$ cat src/idp_consts.svh
// constants for the instrument digital port
`ifndef IDP_CONSTS_SVH
`define IDP_CONSTS_SVH
// Operation
// [RULE1] a strap picks fault/inhibit, digital I/O or relay link; fault/inhibit default
// [RULE2] fault/inhibit mode pulls the fault line low while a fault is present
// [RULE3] fault/inhibit mode turns the power output off while inhibit is low
// [RULE4] inhibit trips remote-inhibit protection and lights the protection lamp
// [RULE5] inhibit sets the remote-inhibit bit of the questionable event register
// [RULE6] output stays off until inhibit is released and protection is cleared
// [RULE7] fault line is the OR of the three status summary bits
// [RULE8] only enabled events feed the summary bits and the fault line
// [RULE9] fault holds until the cause is gone and the event register is read
// [RULE10] chained fault-to-inhibit wiring shuts every supply without the host
// [RULE11] questionable summary can raise a service request to the host
// [RULE12] inhibit has no effect while the output follows the analog program port
// [RULE13] digital I/O bit weight 1 is an output-only open-collector line
// [RULE14] digital I/O bit weight 2 is an output-only open-collector line
// [RULE15] digital I/O third bit is an input or an open-collector output
// [RULE16] relay mode sends serial relay data on the send line; pin 2 unused
// [RULE17] relay accessory returns relay states serially; device keeps them as status
// [RULE18] a relay command outside relay mode is rejected with an error
// [RULE19] relay mode is not for supplies above 50 amps
// [RULE20] digital I/O holds written data; a port read returns pin levels
// [RULE21] mode strap is static; outputs stay released while in reset
`define IDP_AW          6
`define IDP_CTRL        6'h00
`define IDP_MODE        6'h04
`define IDP_DATA        6'h08
`define IDP_PROT        6'h0C
`define IDP_OPER_EVT    6'h10
`define IDP_OPER_EN     6'h14
`define IDP_QUES_EVT    6'h18
`define IDP_QUES_EN     6'h1C
`define IDP_ESR_EVT     6'h20
`define IDP_ESR_EN      6'h24
`define IDP_RELAY       6'h28
`define IDP_SUMMARY     6'h2C
`define IDP_MODE_FLT    2'h0
`define IDP_MODE_DIO    2'h1
`define IDP_MODE_RLY    2'h2
`define IDP_DATA_RST    3'h7
`define IDP_RI_BIT      3
`define IDP_CTRL_IO2    0
`define IDP_CTRL_SRQ    1
`define IDP_CFG_WAIT    2'h3
`define IDP_CLK_NS      40
`define IDP_RLY_BIT_NS  1000
`define IDP_RLY_BIT_CYC ((`IDP_RLY_BIT_NS + `IDP_CLK_NS - 1) / `IDP_CLK_NS)
`endif

$ cat src/idp_pkg.sv
// types for the instrument digital port
`include "idp_consts.svh"
package idp_pkg;
   typedef enum logic [1:0] {IDP_RLY_IDLE, IDP_RLY_START, IDP_RLY_DATA, IDP_RLY_STOP} idp_rly_st_t;
   typedef struct packed {
      logic              psel;
      logic              penable;
      logic              pwrite;
      logic [`IDP_AW-1:0] paddr;
      logic [31:0]       pwdata;
   } idp_apb_req_t;
   typedef struct packed {
      logic [31:0] prdata;
      logic        pready;
      logic        pslverr;
   } idp_apb_rsp_t;
endpackage

$ cat src/idp_port.sv
// four-pin digital port with status summary, inhibit and relay link
//
// The register offsets and the APB interface to the registers were chosen for this implementation.
`timescale 1ns/1ps
`default_nettype none
`include "idp_consts.svh"
module idp_port #(
   parameter int EVW   = 8,
   parameter int RLY_W = 8
) (
   input  wire logic                  pclk,
   input  wire logic                  presetn,
   input  wire idp_pkg::idp_apb_req_t apb_req,
   output var  idp_pkg::idp_apb_rsp_t apb_rsp,
   input  wire logic [1:0]            mode_strap,
   input  wire logic                  ext_prog_strap,
   input  wire logic [EVW-1:0]        oper_evt_in,
   input  wire logic [EVW-1:0]        ques_evt_in,
   input  wire logic [EVW-1:0]        esr_evt_in,
   input  wire logic [2:0]            pin_in,
   output var  logic                  pin1_oe,
   output var  logic                  pin2_oe,
   output var  logic                  pin3_out,
   output var  logic                  pin3_oe,
   output var  logic                  power_out_en,
   output var  logic                  prot_led,
   output var  logic                  srq
);
   import idp_pkg::*;

   localparam int BIT_CYC = `IDP_RLY_BIT_CYC;
   localparam int CW      = $clog2(BIT_CYC + 1);
   localparam int BW      = $clog2(RLY_W + 1);

   function automatic logic summ(input logic [EVW-1:0] ev, input logic [EVW-1:0] en);
      summ = |(ev & en);
   endfunction

   // ***************************************************
   // pin synchronisers and configuration capture
   // ***************************************************
   logic [2:0] pin_m_ff;
   logic [2:0] pin_s_ff;
   logic [2:0] cfg_m_ff;
   logic [2:0] cfg_s_ff;
   logic [1:0] cfg_cnt_ff;
   logic [1:0] mode_ff;
   logic       ext_prog_ff;
   logic       cfg_done;

   always_ff @(posedge pclk or negedge presetn)
   begin
      if (!presetn)
      begin
         pin_m_ff <= 3'h7;
         pin_s_ff <= 3'h7;
         cfg_m_ff <= 3'h0;
         cfg_s_ff <= 3'h0;
      end
      else
      begin
         pin_m_ff <= pin_in;
         pin_s_ff <= pin_m_ff;
         cfg_m_ff <= {ext_prog_strap, mode_strap};
         cfg_s_ff <= cfg_m_ff;
      end
   end

   assign cfg_done = (cfg_cnt_ff == `IDP_CFG_WAIT);

   // strap caught once the synchroniser holds a real sample; jumper is static
   always_ff @(posedge pclk or negedge presetn)
   begin
      if (!presetn)
      begin
         cfg_cnt_ff  <= 2'h0;
         mode_ff     <= `IDP_MODE_FLT;
         ext_prog_ff <= 1'b0;
      end
      else if (!cfg_done)
      begin
         cfg_cnt_ff <= cfg_cnt_ff + 2'h1;
         if (cfg_cnt_ff == 2'h2)
         begin
            // illegal code falls back to the factory function
            mode_ff     <= (cfg_s_ff[1:0] == 2'h3) ? `IDP_MODE_FLT : cfg_s_ff[1:0]; // [RULE1] [RULE21]
            ext_prog_ff <= cfg_s_ff[2];
         end
      end
   end

   wire is_flt = cfg_done && (mode_ff == `IDP_MODE_FLT);
   wire is_dio = cfg_done && (mode_ff == `IDP_MODE_DIO);
   wire is_rly = cfg_done && (mode_ff == `IDP_MODE_RLY);
   wire inh_act = is_flt && !pin_s_ff[2] && !ext_prog_ff; // [RULE3] [RULE12]

   // ***************************************************
   // bus access decode
   // ***************************************************
   idp_apb_rsp_t rsp_ff;
   idp_apb_rsp_t nxt_rsp;
   assign apb_rsp = rsp_ff;

   wire acc   = apb_req.psel && apb_req.penable && rsp_ff.pready;
   wire wr    = acc && apb_req.pwrite;
   wire rd    = acc && !apb_req.pwrite;
   wire [`IDP_AW-1:0] adr = apb_req.paddr;

   // ***************************************************
   // status events, enables and summaries
   // ***************************************************
   logic [2:0][EVW-1:0] evt_ff;
   logic [2:0][EVW-1:0] en_ff;
   logic [2:0][EVW-1:0] src;
   logic [2:0][`IDP_AW-1:0] evt_adr;
   logic [2:0][`IDP_AW-1:0] en_adr;
   logic [2:0] sum;

   always_comb
   begin
      src          = {esr_evt_in, ques_evt_in, oper_evt_in};
      src[1][`IDP_RI_BIT] = ques_evt_in[`IDP_RI_BIT] | inh_act; // [RULE5]
      evt_adr      = {`IDP_ESR_EVT, `IDP_QUES_EVT, `IDP_OPER_EVT};
      en_adr       = {`IDP_ESR_EN, `IDP_QUES_EN, `IDP_OPER_EN};
   end

   genvar g;
   generate
      for (g = 0; g < 3; g++)
      begin : g_stat
         // a read clears, but an event in the same cycle survives
         always_ff @(posedge pclk or negedge presetn)
         begin
            if (!presetn)
               evt_ff[g] <= '0;
            else if (rd && adr == evt_adr[g])
               evt_ff[g] <= src[g]; // [RULE9]
            else
               evt_ff[g] <= evt_ff[g] | src[g];
         end
         always_ff @(posedge pclk or negedge presetn)
         begin
            if (!presetn)
               en_ff[g] <= '0;
            else if (wr && adr == en_adr[g])
               en_ff[g] <= apb_req.pwdata[EVW-1:0];
         end
         assign sum[g] = summ(evt_ff[g], en_ff[g]); // [RULE8]
      end
   endgenerate

   wire fault = |sum; // [RULE7]

   // ***************************************************
   // control, data and protection
   // ***************************************************
   logic [1:0] ctrl_ff;
   logic [2:0] data_ff;
   logic       prot_ff;

   always_ff @(posedge pclk or negedge presetn)
   begin
      if (!presetn)
      begin
         ctrl_ff <= 2'h0;
         data_ff <= `IDP_DATA_RST;
      end
      else
      begin
         if (wr && adr == `IDP_CTRL)
            ctrl_ff <= apb_req.pwdata[1:0];
         if (wr && adr == `IDP_DATA)
            data_ff <= apb_req.pwdata[2:0]; // [RULE20]
      end
   end

   // trip wins over a clear issued while inhibit is still held
   always_ff @(posedge pclk or negedge presetn)
   begin
      if (!presetn)
         prot_ff <= 1'b0;
      else if (inh_act)
         prot_ff <= 1'b1; // [RULE4]
      else if (wr && adr == `IDP_PROT && apb_req.pwdata[0])
         prot_ff <= 1'b0; // [RULE6]
   end

   // ***************************************************
   // relay link serialiser
   // ***************************************************
   idp_rly_st_t       st_ff;
   logic [CW-1:0]     cyc_ff;
   logic [BW-1:0]     bit_ff;
   logic [RLY_W-1:0]  tx_ff;
   logic [RLY_W-1:0]  rx_ff;
   logic [RLY_W-1:0]  rly_stat_ff;
   logic              rly_err_ff;
   logic              tx_line;

   wire rly_wr  = wr && adr == `IDP_RELAY;
   wire bit_end = (cyc_ff == CW'(BIT_CYC - 1));
   wire busy    = (st_ff != IDP_RLY_IDLE);

   always_ff @(posedge pclk or negedge presetn)
   begin
      if (!presetn)
      begin
         st_ff  <= IDP_RLY_IDLE;
         cyc_ff <= '0;
         bit_ff <= '0;
         tx_ff  <= '0;
         rx_ff  <= '0;
      end
      else
      begin
         cyc_ff <= (st_ff == IDP_RLY_IDLE || bit_end) ? '0 : cyc_ff + CW'(1);
         unique case (st_ff)
            IDP_RLY_IDLE:
               if (rly_wr && is_rly && !busy)
               begin
                  tx_ff <= apb_req.pwdata[RLY_W-1:0]; // [RULE16]
                  st_ff <= IDP_RLY_START;
               end
            IDP_RLY_START:
               if (bit_end)
               begin
                  bit_ff <= '0;
                  st_ff  <= IDP_RLY_DATA;
               end
            IDP_RLY_DATA:
               if (bit_end)
               begin
                  // return line sampled at the end of each bit, lsb first
                  rx_ff  <= {pin_s_ff[2], rx_ff[RLY_W-1:1]}; // [RULE17]
                  tx_ff  <= tx_ff >> 1;
                  bit_ff <= bit_ff + BW'(1);
                  if (bit_ff == BW'(RLY_W - 1))
                     st_ff <= IDP_RLY_STOP;
               end
            IDP_RLY_STOP:
               if (bit_end)
                  st_ff <= IDP_RLY_IDLE;
         endcase
      end
   end

   // status and error flags; a new error beats a clearing read
   always_ff @(posedge pclk or negedge presetn)
   begin
      if (!presetn)
      begin
         rly_stat_ff <= '0;
         rly_err_ff  <= 1'b0;
      end
      else
      begin
         if (st_ff == IDP_RLY_STOP && bit_end)
            rly_stat_ff <= rx_ff;
         if (rly_wr && (!is_rly || busy))
            rly_err_ff <= 1'b1; // [RULE18]
         else if (rd && adr == `IDP_RELAY)
            rly_err_ff <= 1'b0;
      end
   end

   always_comb
   begin
      unique case (st_ff)
         IDP_RLY_START: tx_line = 1'b0;
         IDP_RLY_DATA:  tx_line = tx_ff[0];
         default:       tx_line = 1'b1;
      endcase
   end

   // ***************************************************
   // register read mux and bus answer
   // ***************************************************
   always_comb
   begin
      nxt_rsp        = '0;
      nxt_rsp.pready = apb_req.psel && apb_req.penable && !rsp_ff.pready;
      unique case (adr)
         `IDP_CTRL:     nxt_rsp.prdata[1:0] = ctrl_ff;
         `IDP_MODE:     nxt_rsp.prdata[2:0] = {ext_prog_ff, mode_ff};
         `IDP_DATA:     nxt_rsp.prdata[2:0] = pin_s_ff; // [RULE20]
         `IDP_PROT:     nxt_rsp.prdata[1:0] = {inh_act, prot_ff};
         `IDP_OPER_EVT: nxt_rsp.prdata[EVW-1:0] = evt_ff[0];
         `IDP_OPER_EN:  nxt_rsp.prdata[EVW-1:0] = en_ff[0];
         `IDP_QUES_EVT: nxt_rsp.prdata[EVW-1:0] = evt_ff[1];
         `IDP_QUES_EN:  nxt_rsp.prdata[EVW-1:0] = en_ff[1];
         `IDP_ESR_EVT:  nxt_rsp.prdata[EVW-1:0] = evt_ff[2];
         `IDP_ESR_EN:   nxt_rsp.prdata[EVW-1:0] = en_ff[2];
         `IDP_RELAY:    nxt_rsp.prdata[RLY_W+1:0] = {rly_err_ff, busy, rly_stat_ff};
         `IDP_SUMMARY:  nxt_rsp.prdata[3:0] = {fault, sum};
         default:       nxt_rsp.pslverr = nxt_rsp.pready;
      endcase
      if (apb_req.pwrite)
         nxt_rsp.prdata = '0;
      // relay command refused outside relay mode or mid-frame
      if (apb_req.pwrite && adr == `IDP_RELAY && (!is_rly || busy))
         nxt_rsp.pslverr = nxt_rsp.pready; // [RULE18]
   end

   always_ff @(posedge pclk or negedge presetn)
   begin
      if (!presetn)
         rsp_ff <= '0;
      else
         rsp_ff <= nxt_rsp;
   end

   // ***************************************************
   // pin and output drivers
   // ***************************************************
   always_ff @(posedge pclk or negedge presetn)
   begin
      if (!presetn)
      begin
         pin1_oe      <= 1'b0; // [RULE21]
         pin2_oe      <= 1'b0;
         pin3_out     <= 1'b0;
         pin3_oe      <= 1'b0;
         power_out_en <= 1'b0;
         prot_led     <= 1'b0;
         srq          <= 1'b0;
      end
      else
      begin
         // a low fault line feeds the next supply's inhibit directly
         pin1_oe      <= (is_flt && fault) || (is_dio && !data_ff[0]) || (is_rly && !tx_line); // [RULE2] [RULE10] [RULE13]
         pin2_oe      <= is_dio && !data_ff[1]; // [RULE14]
         pin3_out     <= 1'b0;
         pin3_oe      <= is_dio && ctrl_ff[`IDP_CTRL_IO2] && !data_ff[2]; // [RULE15]
         power_out_en <= cfg_done && !inh_act && !prot_ff; // [RULE3] [RULE6]
         prot_led     <= prot_ff || inh_act; // [RULE4]
         srq          <= ctrl_ff[`IDP_CTRL_SRQ] && sum[1]; // [RULE11]
      end
   end

   // ***************************************************
   // checks
   // ***************************************************
   property p_inh_off;
      @(posedge pclk) disable iff (!presetn)
      inh_act |=> !power_out_en;
   endproperty
   a_inh_off: assert property (p_inh_off) else $error("output on while inhibited"); // [RULE3]

   property p_prot_hold;
      @(posedge pclk) disable iff (!presetn)
      (prot_ff && !(wr && adr == `IDP_PROT)) |=> prot_ff;
   endproperty
   a_prot_hold: assert property (p_prot_hold) else $error("protection dropped without clear"); // [RULE6]

   property p_prot_set;
      @(posedge pclk) disable iff (!presetn)
      inh_act |=> prot_ff ##1 prot_led;
   endproperty
   a_prot_set: assert property (p_prot_set) else $error("inhibit did not trip"); // [RULE4]

   property p_ri_bit;
      @(posedge pclk) disable iff (!presetn)
      inh_act |=> evt_ff[1][`IDP_RI_BIT];
   endproperty
   a_ri_bit: assert property (p_ri_bit) else $error("remote-inhibit event missing"); // [RULE5]

   property p_fault_pin;
      @(posedge pclk) disable iff (!presetn)
      (is_flt && |sum) |=> pin1_oe;
   endproperty
   a_fault_pin: assert property (p_fault_pin) else $error("fault line not pulled"); // [RULE2]

   property p_fault_or;
      @(posedge pclk) disable iff (!presetn)
      is_flt && $stable(is_flt) |=> pin1_oe == $past(fault);
   endproperty
   a_fault_or: assert property (p_fault_or) else $error("fault line not OR of summaries"); // [RULE7]

   property p_ext_prog;
      @(posedge pclk) disable iff (!presetn)
      (ext_prog_ff && cfg_done && !prot_ff) |=> power_out_en;
   endproperty
   a_ext_prog: assert property (p_ext_prog) else $error("inhibit acted on analog programmed output"); // [RULE12]

   property p_rly_err;
      @(posedge pclk) disable iff (!presetn)
      (rly_wr && !is_rly) |=> rly_err_ff && st_ff == IDP_RLY_IDLE;
   endproperty
   a_rly_err: assert property (p_rly_err) else $error("relay command outside relay mode accepted"); // [RULE18]

   property p_dio_b2;
      @(posedge pclk) disable iff (!presetn)
      (is_dio && $stable(data_ff)) |=> pin2_oe == !$past(data_ff[1]);
   endproperty
   a_dio_b2: assert property (p_dio_b2) else $error("bit weight 2 line wrong"); // [RULE14]

   property p_rly_frame;
      @(posedge pclk) disable iff (!presetn)
      $rose(busy) |-> busy[*8];
   endproperty
   a_rly_frame: assert property (p_rly_frame) else $error("relay frame cut short"); // [RULE16]
endmodule
`default_nettype wire

$ cat config.mk
export PLATFORM = sky130hd
export DESIGN_NAME = idp_port
export DESIGN_NICKNAME = d
export VERILOG_FILES = /design/src/idp_pkg.sv /design/src/idp_port.sv
export VERILOG_INCLUDE_DIRS = /design/src
export SDC_FILE = /design/constraint.sdc
export NUM_CORES = 1
export LEC_CHECK = 0
export BUFFER_PORTS_ARGS = -buffer_cell sky130_fd_sc_hd__buf_2
export CAP_MARGIN = 20
export CORE_MARGIN = 2
export CORE_UTILIZATION = 60
export CTS_CLUSTER_SIZE = 30
export DETAILED_ROUTE_END_ITERATION = 8
export GPL_TIMING_DRIVEN = 0
export PLACE_DENSITY_LB_ADDON = 0.1
export SETUP_SLACK_MARGIN = 0.15
export SYNTH_ARGS = -nofsm -noshare
export SYNTH_HDL_FRONTEND = slang
export SYNTH_SLANG_ARGS = --single-unit
$ cat constraint.sdc
create_clock -name pclk -period 2.9 [get_ports pclk]
set_input_delay 0.435 -clock pclk [delete_from_list [all_inputs] [get_ports pclk]]
set_output_delay 0.435 -clock pclk [all_outputs]
set_load 0.02 [all_outputs]
### Word-level counts from Yosys, hierarchy flattened

Cells that the tools add are included.

| word-level totals | value |
|---|---|
| flip-flop bits (word level) | 147 |
| bits in latches | 0 |
| bits in writable memories | 0 |
| ROM bits | 0 |
| bits of input ports | 73 |
| memories kept | 0 |

| operators by class | value |
|---|---|
| add/sub/neg operators | 3 |
| $mul | 0 |
| divide/modulo/power cells | 0 |
| magnitude comparators | 0 |
| equal/unequal tests | 26 |
| shift-type cells | 0 |
| multiplexer cells | 30 |
| bitwise gates (word level) | 8 |
| reduce and logical (&&, ||, !) cells | 72 |

Operators with widths:

| operator | number |
|---|---|
| 2-to-1 mux 8 bit | 5 |
| logical AND 1 bit | 37 |
| case mux 4 bit (7 select lines) | 1 |
| bitwise AND 8 bit | 3 |
| == test 6 x 5 -> 1 bit (second input constant) | 4 |
| == test 6 bit (second input constant) | 4 |
| bitwise OR 8 bit | 3 |
| case mux 2 bit (12 select lines) | 1 |
| OR reduction 24 bit | 1 |
| OR reduction 8 bit | 3 |
| case mux 8 bit (2 select lines) | 1 |
| 2-to-1 mux 2 bit | 7 |
| == test 2 bit (second input constant) | 6 |
| == test 6 x 4 -> 1 bit (second input constant) | 2 |
| logical NOT 1 bit | 12 |
| OR reduction 12 bit | 1 |
| 2-to-1 mux 10 bit | 1 |
| case mux 1 bit (10 select lines) | 1 |
| nonzero test 2 bit | 5 |
| 2-to-1 mux 4 bit | 2 |
| inequality test 2 bit (second input constant) | 4 |
| case mux 1 bit (8 select lines) | 1 |
| case mux 2 bit (4 select lines) | 1 |
| case mux 4 bit (2 select lines) | 1 |
| other kinds (19) | 32 |

### Longest topological paths before layout

Gate-level depths: netlist of run 1.

| depth | value |
|---|---|
| depth in word-level cells | 8 |
| depth in mapped cells | 9 |
| depth with buffers taken out | 7 |

### Least setup slack after synthesis of run 1

Ideal clock, no wire load.

| timing path | value |
|---|---|
| kind | input -> register |
| from | in apb_req[35] in the netlist's numbering |
| to | reg en_ff[0] in the netlist's numbering |
| data arrival time | 1.623 ns |
| required time | 2.775 ns |
| setup slack | 1.152 ns |
| stages on the path | 6 |
| path buffers | 3 |
| cells stage by stage | clkbuf_1 > nor2b_1 > clkbuf_1 > and3_1 > buf_2 > mux2_2 |

| on the way | value |
|---|---|
| longest elaborated chain between the ends | 2 |

Ends and longest elaborated chain:

| item | line | text |
|---|---|---|
| start: declaration | idp_port.sv:13 | `input wire idp_pkg::idp_apb_req_t apb_req,` |
| == test 6 x 5 -> 1 bit | idp_port.sv:145 | `else if (wr && adr == en_adr[g])` |
| logical AND 1 bit | idp_port.sv:145 |  |
| end signal: indexed assignment | idp_port.sv:146 | `en_ff[g] <= apb_req.pwdata[EVW-1:0];` |
| end: declaration | idp_port.sv:113 | `logic [2:0][EVW-1:0] en_ff;` |

No other way between the ends.
A chain may end at the register's enable or synchronous reset.

==> metrics.md, run 1 <==
| Metric | Value |
|---|---|
| Status | `finished clean` |
| Register area share after synthesis | `0.534` |
| Die area | `0.0106 mm^2` |
| Post-route ant nets | `0` |
| Ys Warns | `0` |
| Comb pwr share | `0.069` |
| Antenna violations before repair | `0` |
| Chip height | `103 um` |
| Core Box Area | `just under 0.01 mm^2` |
| Worst Path Required | `approximately 3300 ps` |
| Max-capacitance violation count | `0` |
| WS Path Type | `reg -> reg` |
| Commonest non-fill, non-tap cell in the layout | `dfrtp_1` |
| Actual slew at the worst max-slew pin | `around 580 ps` |
| Die width | `between 100 and 150 um` |
| PortBufs | `64` |
| CP bufs+invs | `1` |
| Netlist Area Pre-Place | `0.00587 mm^2` |
| H-tree Lvls | `4` |
| Layout cells sized above 1 | `0.383` |
| Sw frac | `0.223` |
| GRT Resource Usage Total | `0.269` |
| Core Rows | `36` |
| Fin. max-slew vios | `0` |
| CP max FO | `8` |
| Leak | `3.40 nW` |
| Vias in the first global route | `4009` |
| Cell Pwr Density | `571 mW/mm^2` |
| Post-synth EDFFs | `0` |
| Syn-to-layout area delta | `20.3%` |
| FFs w/ async S/R, synth | `1.00` |
| Netlist cell types | `65` |
| Slowest stage cell, crit path | `or3b_1` |
| Worst Setup Start Kind | `flip-flop` |
| Io pins | `114` |
| Clock slew at reported path FFs | `50 ps` |
| CTS tree | `yes` |
| Pint | `3.14 mW` |
| Clk_lat worst skew | `520 ps` |
| Clock power share | `0.489` |
| Final min period | `1960 ps` |
| Avg Cell Area, Syn | `12.6 um^2` |
| Final Net Count | `between 600 and 700` |
| Cells after Synth | `465` |
| Vias post-DR | `a little over 4k` |
| Pre-CTS WS | `roughly 870 ps` |
| Final WS setup | `938 ps` |
| Critical Path Sink Type | `flip-flop` |
| Sw Pwr | `902 uW` |
| Synth Flop Type | `dfrtp_1` |
| Placed cells | `685` |
| Initial DRC Count | `about 260` |
| WHS | `24.7 ps` |
| CP max stage delay | `approximately 400 ps` |
| DRC | `0` |
| Initial core utilization | `0.609` |
| CP delay by family, top | `simple AND/OR/NAND/NOR gates` |
| Final hold vios | `0` |
| Crit path DAT | `between 2000 and 2500 ps` |
| GRT overflow | `0` |
| Fmax | `0.510 GHz` |
| Post-Layout Cell Count | `720` |
| Worst hold path class | `in -> reg` |
| RD Place Congestion | `0.961` |
| Maximum VDD drop | `0.324 mV` |
| Setup violators final | `0` |
| Total wire length | `~13 mm` |
| First-pass GRT wire length | `20.7 mm` |
| Hpwl dp | `9.56 mm` |
| Detail-routed via count per cell | `about 5.7` |
| Crit share post-route | `0.677` |
| Cts repair resizes | `0` |
| Crit-path cells | `ha_1 > buf_2 > or3b_1 > nor3_2 > and4_1 > a211oi_1 > a31oi_1` |
| Sum Neg Setup Slack | `0 ps` |
| Clock Sinks | `between 100 and 150` |
| Most frequent cells in the layout | `dfrtp_1 (116), buf_2 (69), mux2_2 (58)` |
| Postcts setup bufs | `0` |
| # diodes | `0` |
| Clock Tree Buf Depth | `2` |
| Total CTS buffers | `17` |
| Max_slew headroom | `0.616` |
| Worst clock skew | `8.30 ps` |
| Clk root buf | `clkbuf_8` |
| Flops & latches, synth | `125` |
| RSZ-0062 raised after global routing | `false` |
| Pre-Repair DR Iteration Count | `5` |
| Drt wl/cell | `18.6 um` |
| Reg power frac | `0.443` |
| Largest net degree at the start of global routing | `99` |
## metrics by stage
step | instance area [um^2] | power, mW | util
after global placement | 6440 | 2.08 | 0.668
after floorplan | 5960 | 1.96 | -
after CTS | 7070 | 4.06 | 0.733
after global routing | 7070 | 4.17 | 0.733
after detailed placement | 6480 | 2.09 | 0.672
final | 7070 | 4.04 | 0.733
## cells by family (layout without fill, tap and decap cells)
kind of cell / Yosys count / in the layout / share of synthesized area
AOI/OAI and AO/OA: 96 / 96 / 0.112
xor gates and xnor gates: 3 / 3 / 0.00447
adders and majority gates: 9 / 9 / 0.0192
buffers and inverters: 50 / 150 / 0.0530
DFF: 125 / 125 / 0.534
muxes: 81 / 81 / 0.167
other: 1 / 23 / 0.000638
and+or+nand+nor: 100 / 100 / 0.109
## routing by layer
layer	global-route usage	wire, um	vias up
met2	0.417	6350	190
met4	0.112	330	0
li1	-	-	1865
met3	0.0617	967	32
met1	0.367	5720	2037
met5	0	0	-
## worst paths after layout
path / start / end / slack (ps) / cells after the start
max: cfg_cnt_ff[0] / apb_rsp[3] / 940 / 7
min: ext_prog_strap / cfg_m_ff[2] / 20 / 1
max reg2reg: cfg_cnt_ff[0] / apb_rsp[3] / 940 / 7
min reg2reg: cfg_m_ff[1] / cfg_s_ff[1] / 350 / 0
max in group asynchronous: presetn / pin_s_ff[2] / 1790 / 3
min in group asynchronous: presetn / cfg_cnt_ff[0] / 350 / 2
## cell usage after synthesis, drive strengths merged (6+ instances only)
cell	instances	area, um^2
nor2	22	98.9
ha	9	113
nand3	7	45.0
mux2	66	769
a22oi	19	143
o21ai	19	95.1
nor3	6	35.0
dfstp	9	236
mux2i	10	100
buf	36	259
a21oi	13	68.8
dfrtp	116	2900
a21o	25	188
nand2	28	130
inv	11	41.3
## state kept, by name, summed over array words and instances, names as in the netlist, 2 cells and up
signal / flops
apb_rsp: 12
bit_ff: 4
cfg_cnt_ff: 2
cfg_m_ff: 3
cfg_s_ff: 3
ctrl_ff: 2
cyc_ff: 5
data_ff: 3
en_ff: 24
evt_ff: 24
mode_ff: 2
pin_m_ff: 3
pin_s_ff: 3
rly_stat_ff: 8
rx_ff: 8
st_ff: 2
tx_ff: 8
## repair_timing
item	4_1_cts	5_1_grt
hold buffers	4	0
hold endpoints to repair	25	0
setup endpoints to repair	0	0
## area by class of cell
| cell class | count | area (um^2) |
|---|---|---|
| plain buffers | 39 | 270 |
| clock buffers | 24 | 460 |
| clock inverters | 7 | 88.8 |
| fillers | 681 | 2570 |
| inverters | 11 | 41.3 |
| multi-input cells | 312 | 2510 |
| flip-flops and latches | 125 | 3140 |
| well taps | 133 | 166 |
| repair buffers | 69 | 394 |
## power by group through the flow
stage	Combinational (mW)	Clock (mW)	Sequential, mW
after floorplan	0.141	0	1.82
after global placement	0.260	0	1.82
after detailed placement	0.268	0	1.82
after global routing	0.302	2.08	1.79
final	0.277	1.97	1.79
after CTS	0.274	2.00	1.79
(Power assumes the default switching activity.)
==> run 2, diff against run 1 <==
--- a/config.mk
+++ b/config.mk
@@ -9,7 +9,7 @@
 export BUFFER_PORTS_ARGS = -buffer_cell sky130_fd_sc_hd__buf_2
 export CAP_MARGIN = 20
 export CORE_MARGIN = 2
-export CORE_UTILIZATION = 60
+export CORE_UTILIZATION = 55
 export CTS_CLUSTER_SIZE = 30
 export DETAILED_ROUTE_END_ITERATION = 8
 export GPL_TIMING_DRIVEN = 0
==> constraint.sdc (replaced) <==
create_clock -name pclk -period 2 [get_ports pclk]
set_input_delay 0.3 -clock pclk [delete_from_list [all_inputs] [get_ports pclk]]
set_output_delay 0.3 -clock pclk [all_outputs]
set_load 0.02 [all_outputs]
==> run 2 against run 1 <==
Register-to-register slack worse by 710 ps. Via count grew 2.0%. Clock power rose by 56%. Largest power group unchanged. Die area rose by 8.7%.
==> metrics.md, run 2 (synthesis gave the netlist of run 1 again) <==
| Metric | Value |
|---|---|
| CTS tree | `yes` |
| Fin. max-slew vios | `0` |
| First-pass GRT wire length | `21.6 mm` |
| Cell Pwr Density | `roughly 810 mW/mm^2` |
| Total wire length | `13.9 mm` |
| Pre-Repair DR Iteration Count | `5` |
| RSZ-0062 raised after global routing | `true` |
| Worst hold path class | `in -> reg` |
| Vias post-DR | `4206` |
| Actual slew at the worst max-slew pin | `554 ps` |
| Final Util | `0.724` |
| Final hold vios | `0` |
| Crit path DAT | `roughly 2200 ps` |
| Cell area after layout | `~0.0075 mm^2` |
| Crit path from | `cfg_cnt_ff[0]` |
| Initial core utilization | `0.566` |
| Die width | `107 um` |
| Crit share post-route | `0.888` |
| Final Power | `6.11 mW` |
| Max-capacitance violation count | `0` |
| Total CTS buffers | `17` |
| Final Net Count | `693` |
| RR Startpoint | `cfg_cnt_ff[0]` |
| Clock Tree Buf Depth | `2` |
| Drt wl/cell | `18.2 um` |
| Antenna violations before repair | `0` |
| Detail-routed via count per cell | `5.53` |
| GRT overflow | `0` |
| Vias in the first global route | `roughly 4.1k` |
| Hpwl dp | `approximately 9.7 mm` |
| # diodes | `0` |
| Core Box Area | `roughly 0.010 mm^2` |
| Chip height | `107 um` |
| Core Rows | `37` |
| FILL cells | `between 700 and 800` |
| Critical Path Sink Type | `flip-flop` |
| DRC | `0` |
| Fmax | `0.563 GHz` |
| Commonest non-fill, non-tap cell in the layout | `dfrtp_1` |
| GRT Resource Usage Total | `0.255` |
| Total placed instance area | `between 0.006 and 0.007 mm^2` |
| Clk root buf | `clkbuf_8` |
| H-tree Lvls | `4` |
| Die area | `0.0115 mm^2` |
| Setup violators final | `0` |
| Syn-to-layout area delta | `27.8%` |
| Initial DRC Count | `between 200 and 300` |
| Final min period | `around 1800 ps` |
| Status | `finished clean` |
| Clock Sinks | `roughly 130` |
| WHS | `between 40 and 50 ps` |
| Layout cells sized above 1 | `0.393` |
| Leak | `3.58 nW` |
| Clock slew at reported path FFs | `60 ps` |
| Most frequent cells in the layout | `dfrtp_1 (116), buf_2 (66), mux2_2 (58)` |
| Maximum VDD drop | `between 1 and 1.5 mV` |
| RD Place Congestion | `0.917` |
| CP max FO | `7` |
| Worst clock skew | `7.78 ps` |
| Post-route ant nets | `0` |
| Io pins | `114` |
| HP Start | `apb_req[39]` |
| WS Path Type | `reg -> reg` |
| PortBufs | `between 60 and 70` |
| Clk_lat worst skew | `approximately 530 ps` |
| Worst Path Required | `2440 ps` |
| Largest net degree at the start of global routing | `97` |
| Worst Setup Start Kind | `flip-flop` |
| Max_slew headroom | `0.631` |
==> run 2: changes by cell type in the layout (fill, tap and decap cells not counted), sizes merged <==
cell,previous run,this run
clkinv,5,3
buf,101,109
bufinv,2,3
clkinvlp,0,3
dlygate4sd3,4,31
==> run 2: critical path, stage by stage, from the launching register on <==
cell and delay (ps):
dfrtp_1 350, ha_2 180, buf_6 110, or3b_4 390, nor3_4 170, and4_1 210
a211oi_1 60, a31oi_1 200
==> run 2: stage by stage <==
step                setup TNS (ps)  setup slack [ps]  cells
floorplan                        0               318    487
global placement           -102240              -877    687
detailed placement               0              55.2    688
CTS                              0               114    753
global route                     0               119    760
finish                           0               224    760
==> run 2: final timing paths <==
kind                                       to  slack [ps]  depth (start not counted)
worst max-delay path               apb_rsp[3]         220                          7
worst min-delay path               apb_rsp[1]          40                          3
worst max register to register     apb_rsp[3]         220                          7
worst min register to register    cfg_s_ff[0]         350                          0
max in group asynchronous         pin_s_ff[0]        1060                          3
min in group asynchronous       cfg_cnt_ff[0]         200                          2
==> run 2: where the power goes <==
| group | total, mW | internal, mW | leakage (nW) | switching (mW) |
|---|---|---|---|---|
| logic | 0.446 | 0.192 | 1.77 | 0.254 |
| clock network | 3.08 | 2.00 | 0.284 | 1.08 |
| registers | 2.59 | 2.57 | 1.53 | 0.0229 |
==> run 2: layer usage <==
layer  GRT usage  part of all wire  wire length, um
met1       0.345              0.44             6060
met2       0.395              0.47             6570
met3      0.0605             0.067              928
met4       0.110             0.022              298
met5           0                 0                0
==> run 2: cell type report <==
class / count / area, um^2 / share of cell area
sequential: 125 / 3140 / 0.418
multi-input combinational: 312 / 2540 / 0.338
timing repair buffer: 105 / 732 / 0.0975
clock buffer: 23 / 467 / 0.0622
buffer: 39 / 285 / 0.0380
tap: 136 / 170 / 0.0227
clock inverter: 9 / 135 / 0.0180
inverter: 11 / 41.3 / 0.00550
==> run 2: timing repair <==
item / in CTS / in global routing
hold buffers: 31 / 0
resized for setup: 6 / 9
buffers inserted: 2 / 7
pin swaps: 1 / 8
hold endpoints to repair: 59 / 0
endpoints found under the setup margin: 16 / 14
==> run 3, diff against run 2 <==
--- a/config.mk
+++ b/config.mk
@@ -8,8 +8,10 @@
 export LEC_CHECK = 0
 export BUFFER_PORTS_ARGS = -buffer_cell sky130_fd_sc_hd__buf_2
 export CAP_MARGIN = 20
+export CELL_PAD_IN_SITES_DETAIL_PLACEMENT = 1
+export CELL_PAD_IN_SITES_GLOBAL_PLACEMENT = 2
 export CORE_MARGIN = 2
-export CORE_UTILIZATION = 55
+export CORE_UTILIZATION = 37
 export CTS_CLUSTER_SIZE = 30
 export DETAILED_ROUTE_END_ITERATION = 8
 export GPL_TIMING_DRIVEN = 0
==> run 3 against run 2 <==
Die area grew 47%. Register-to-register slack lost 40 ps. Clock skew is 10 ps higher. Largest cell class unchanged.
==> metrics.md, run 3 (synthesis gave the netlist of run 1 again) <==
| Metric | Value |
|---|---|
| Worst clock skew | `18.0 ps` |
| Crit share post-route | `0.906` |
| Crit Reg-Reg Endpoint | `apb_rsp[3]` |
| Clk_lat worst skew | `around 420 ps` |
| Io pins | `between 100 and 150` |
| Total wire length | `15.6 mm` |
| Pint | `4.97 mW` |
| Worst Setup Start Kind | `flip-flop` |
| Post-route ant nets | `0` |
| Clock Tree Buf Depth | `2` |
| Fmax | `0.552 GHz` |
| Max-capacitance violation count | `0` |
| Vias in the first global route | `4248` |
| # diodes | `0` |
| Maximum VDD drop | `0.600 mV` |
| R2R depth | `7` |
| Detail-routed via count per cell | `5.04` |
| Die width | `130 um` |
| H-tree Lvls | `4` |
| Actual slew at the worst max-slew pin | `681 ps` |
| First-pass GRT wire length | `roughly 24 mm` |
| Clock slew at reported path FFs | `60 ps` |
| Chip height | `between 100 and 150 um` |
| Crit path DAT | `2120 ps` |
| CP max FO | `8` |
| Clk root buf | `clkbuf_16` |
| Post-Layout Cell Count | `813` |
| FILL cells | `1681` |
| RR Startpoint | `cfg_cnt_ff[1]` |
| Stages on the worst setup path | `7` |
| Final hold vios | `0` |
| Crit path from | `cfg_cnt_ff[1]` |
| DRC | `0` |
| Final Power | `roughly 6.4 mW` |
| Drt wl/cell | `roughly 19 um` |
| WS Path Type | `reg -> reg` |
| Crit-path cells | `ha_1 > buf_6 > or3b_4 > nor3_4 > and4_1 > a211oi_1 > a31oi_1` |
| CTS tree | `yes` |
| Clock Sinks | `between 100 and 150` |
| Max_slew headroom | `0.546` |
| Clock power share | `0.527` |
| Setup violators final | `0` |
| Total CTS buffers | `17` |
| Antenna violations before repair | `0` |
| Final Net Count | `666` |
| GRT Resource Usage Total | `0.196` |
| Worst hold path class | `in -> reg` |
| Pre-Repair DR Iteration Count | `4` |
| Placed cells | `768` |
| Largest net degree at the start of global routing | `71` |
| Worst Path Required | `2310 ps` |
| Reg power frac | `0.406` |
| Core Box Area | `0.0157 mm^2` |
| Cell Pwr Density | `862 mW/mm^2` |
| Slowest stage cell, crit path | `or3b_4` |
| Sum Neg Setup Slack | `0 ps` |
| PortBufs | `between 60 and 70` |
| Leak | `3.50 nW` |
| RSZ-0062 raised after global routing | `true` |
| GRT overflow | `0` |
| Most frequent cells in the layout | `dfrtp_1 (116), buf_2 (66), mux2_2 (58)` |
| Syn-to-layout area delta | `26.0%` |
| R2R Setup Slk | `190 ps` |
| Layout cells sized above 1 | `0.404` |
| Comb pwr share | `0.067` |
| Critical Path Sink | `apb_rsp[3]` |
| CP bufs+invs | `1` |
| Vias post-DR | `4097` |
| WHS | `48.3 ps` |
| Critical Path Sink Type | `flip-flop` |
| Core Rows | `46` |
| Final min period | `1810 ps` |
| CP delay by family, top | `simple AND/OR/NAND/NOR gates` |
| Sw frac | `0.220` |
| Sw Pwr | `~1.4 mW` |
| Initial DRC Count | `around 200` |
| Die area | `0.0169 mm^2` |
| Commonest non-fill, non-tap cell in the layout | `dfrtp_1` |
| Hpwl dp | `11.2 mm` |
| Initial core utilization | `0.374` |
| RD Place Congestion | `0.814` |
| CP max stage delay | `400 ps` |
| Status | `finished clean` |
| Fin. max-slew vios | `0` |
## run 3: changes by cell type in the layout (fill, tap and decap cells not counted), moves of 2 or more
| cell | change |
|---|---|
| clkinv_2 | +2 |
| buf_4 | -3 |
| clkinvlp_4 | -2 |
| dlygate4sd3_1 | -24 |
| bufinv_16 | +2 |
| ha_2 | -2 |
| clkbuf_8 | -3 |
## run 3: cell type report
class,instances,area [um^2],share of cell area
Timing Repair Buffer,78,469,0.0634
Inverter,11,41.3,0.00558
Sequential cell,125,3140,0.424
Clock inverter,11,190,0.0257
Tap cell,216,270,0.0365
Buffer,39,289,0.0391
Clock buffer,21,450,0.0609
Multi-Input combinational cell,312,2550,0.345
## run 3: worst register-to-register path, delay by kind of cell (launching register included)
kind	cells	cell delay, ps
compound gates	2	290
flops	1	370
buf+inv	1	130
fa+ha+maj	1	170
simple gates	3	750
## run 3: routing by layer
metal / wire length, um / GRT usage / up-vias / part of all wire
met1: 7050 / 0.258 / 2104 / 0.45
li1: - / - / 1890 / -
met3: 592 / 0.0398 / 12 / 0.038
met2: 7840 / 0.325 / 91 / 0.50
met5: 0 / 0 / - / 0
met4: 155 / 0.0645 / 0 / 0.0099
## run 3: per-stage QoR
step | setup slack [ps] | util | cell area, um^2
after detailed placement | -71.7 | 0.419 | 6580
final | 188 | 0.471 | 7400
after CTS | 124 | 0.467 | 7340
after global routing | 101 | 0.471 | 7400
after floorplan | 318 | - | 5960
after global placement | -993 | 0.417 | 6550
## run 3: power groups by stage
stage | Sequential (mW) | Clock (mW) | Combinational [mW]
detailed placement | 2.63 | 0 | 0.413
finish | 2.59 | 3.36 | 0.426
global placement | 2.63 | 0 | 0.400
global route | 2.59 | 3.55 | 0.466
CTS | 2.59 | 3.44 | 0.429
floorplan | 2.64 | 0 | 0.204
## run 3: how the worst min path moves through the flow
stage / end / slack, ps / from / cells after the start
6_report: evt_ff[10] / 50 / ques_evt_in[2] / 2
5_1_grt: evt_ff[19] / 40 / esr_evt_in[3] / 2
4_1_cts: evt_ff[14] / 30 / ques_evt_in[6] / 2
3_5_place_dp: cfg_s_ff[0] / 340 / cfg_m_ff[0] / 0
3_3_place_gp: cfg_s_ff[1] / 340 / cfg_m_ff[1] / 0
2_1_floorplan: apb_rsp[0] / 4 / presetn / 0
## run 3: timing repair
item	4_1_cts	5_1_grt
setup buffers	3	3
setup endpoints to repair	21	17
hold buffers	7	0
hold endpoints to repair	71	0
pin swaps	2	6
gates resized for setup	10	9
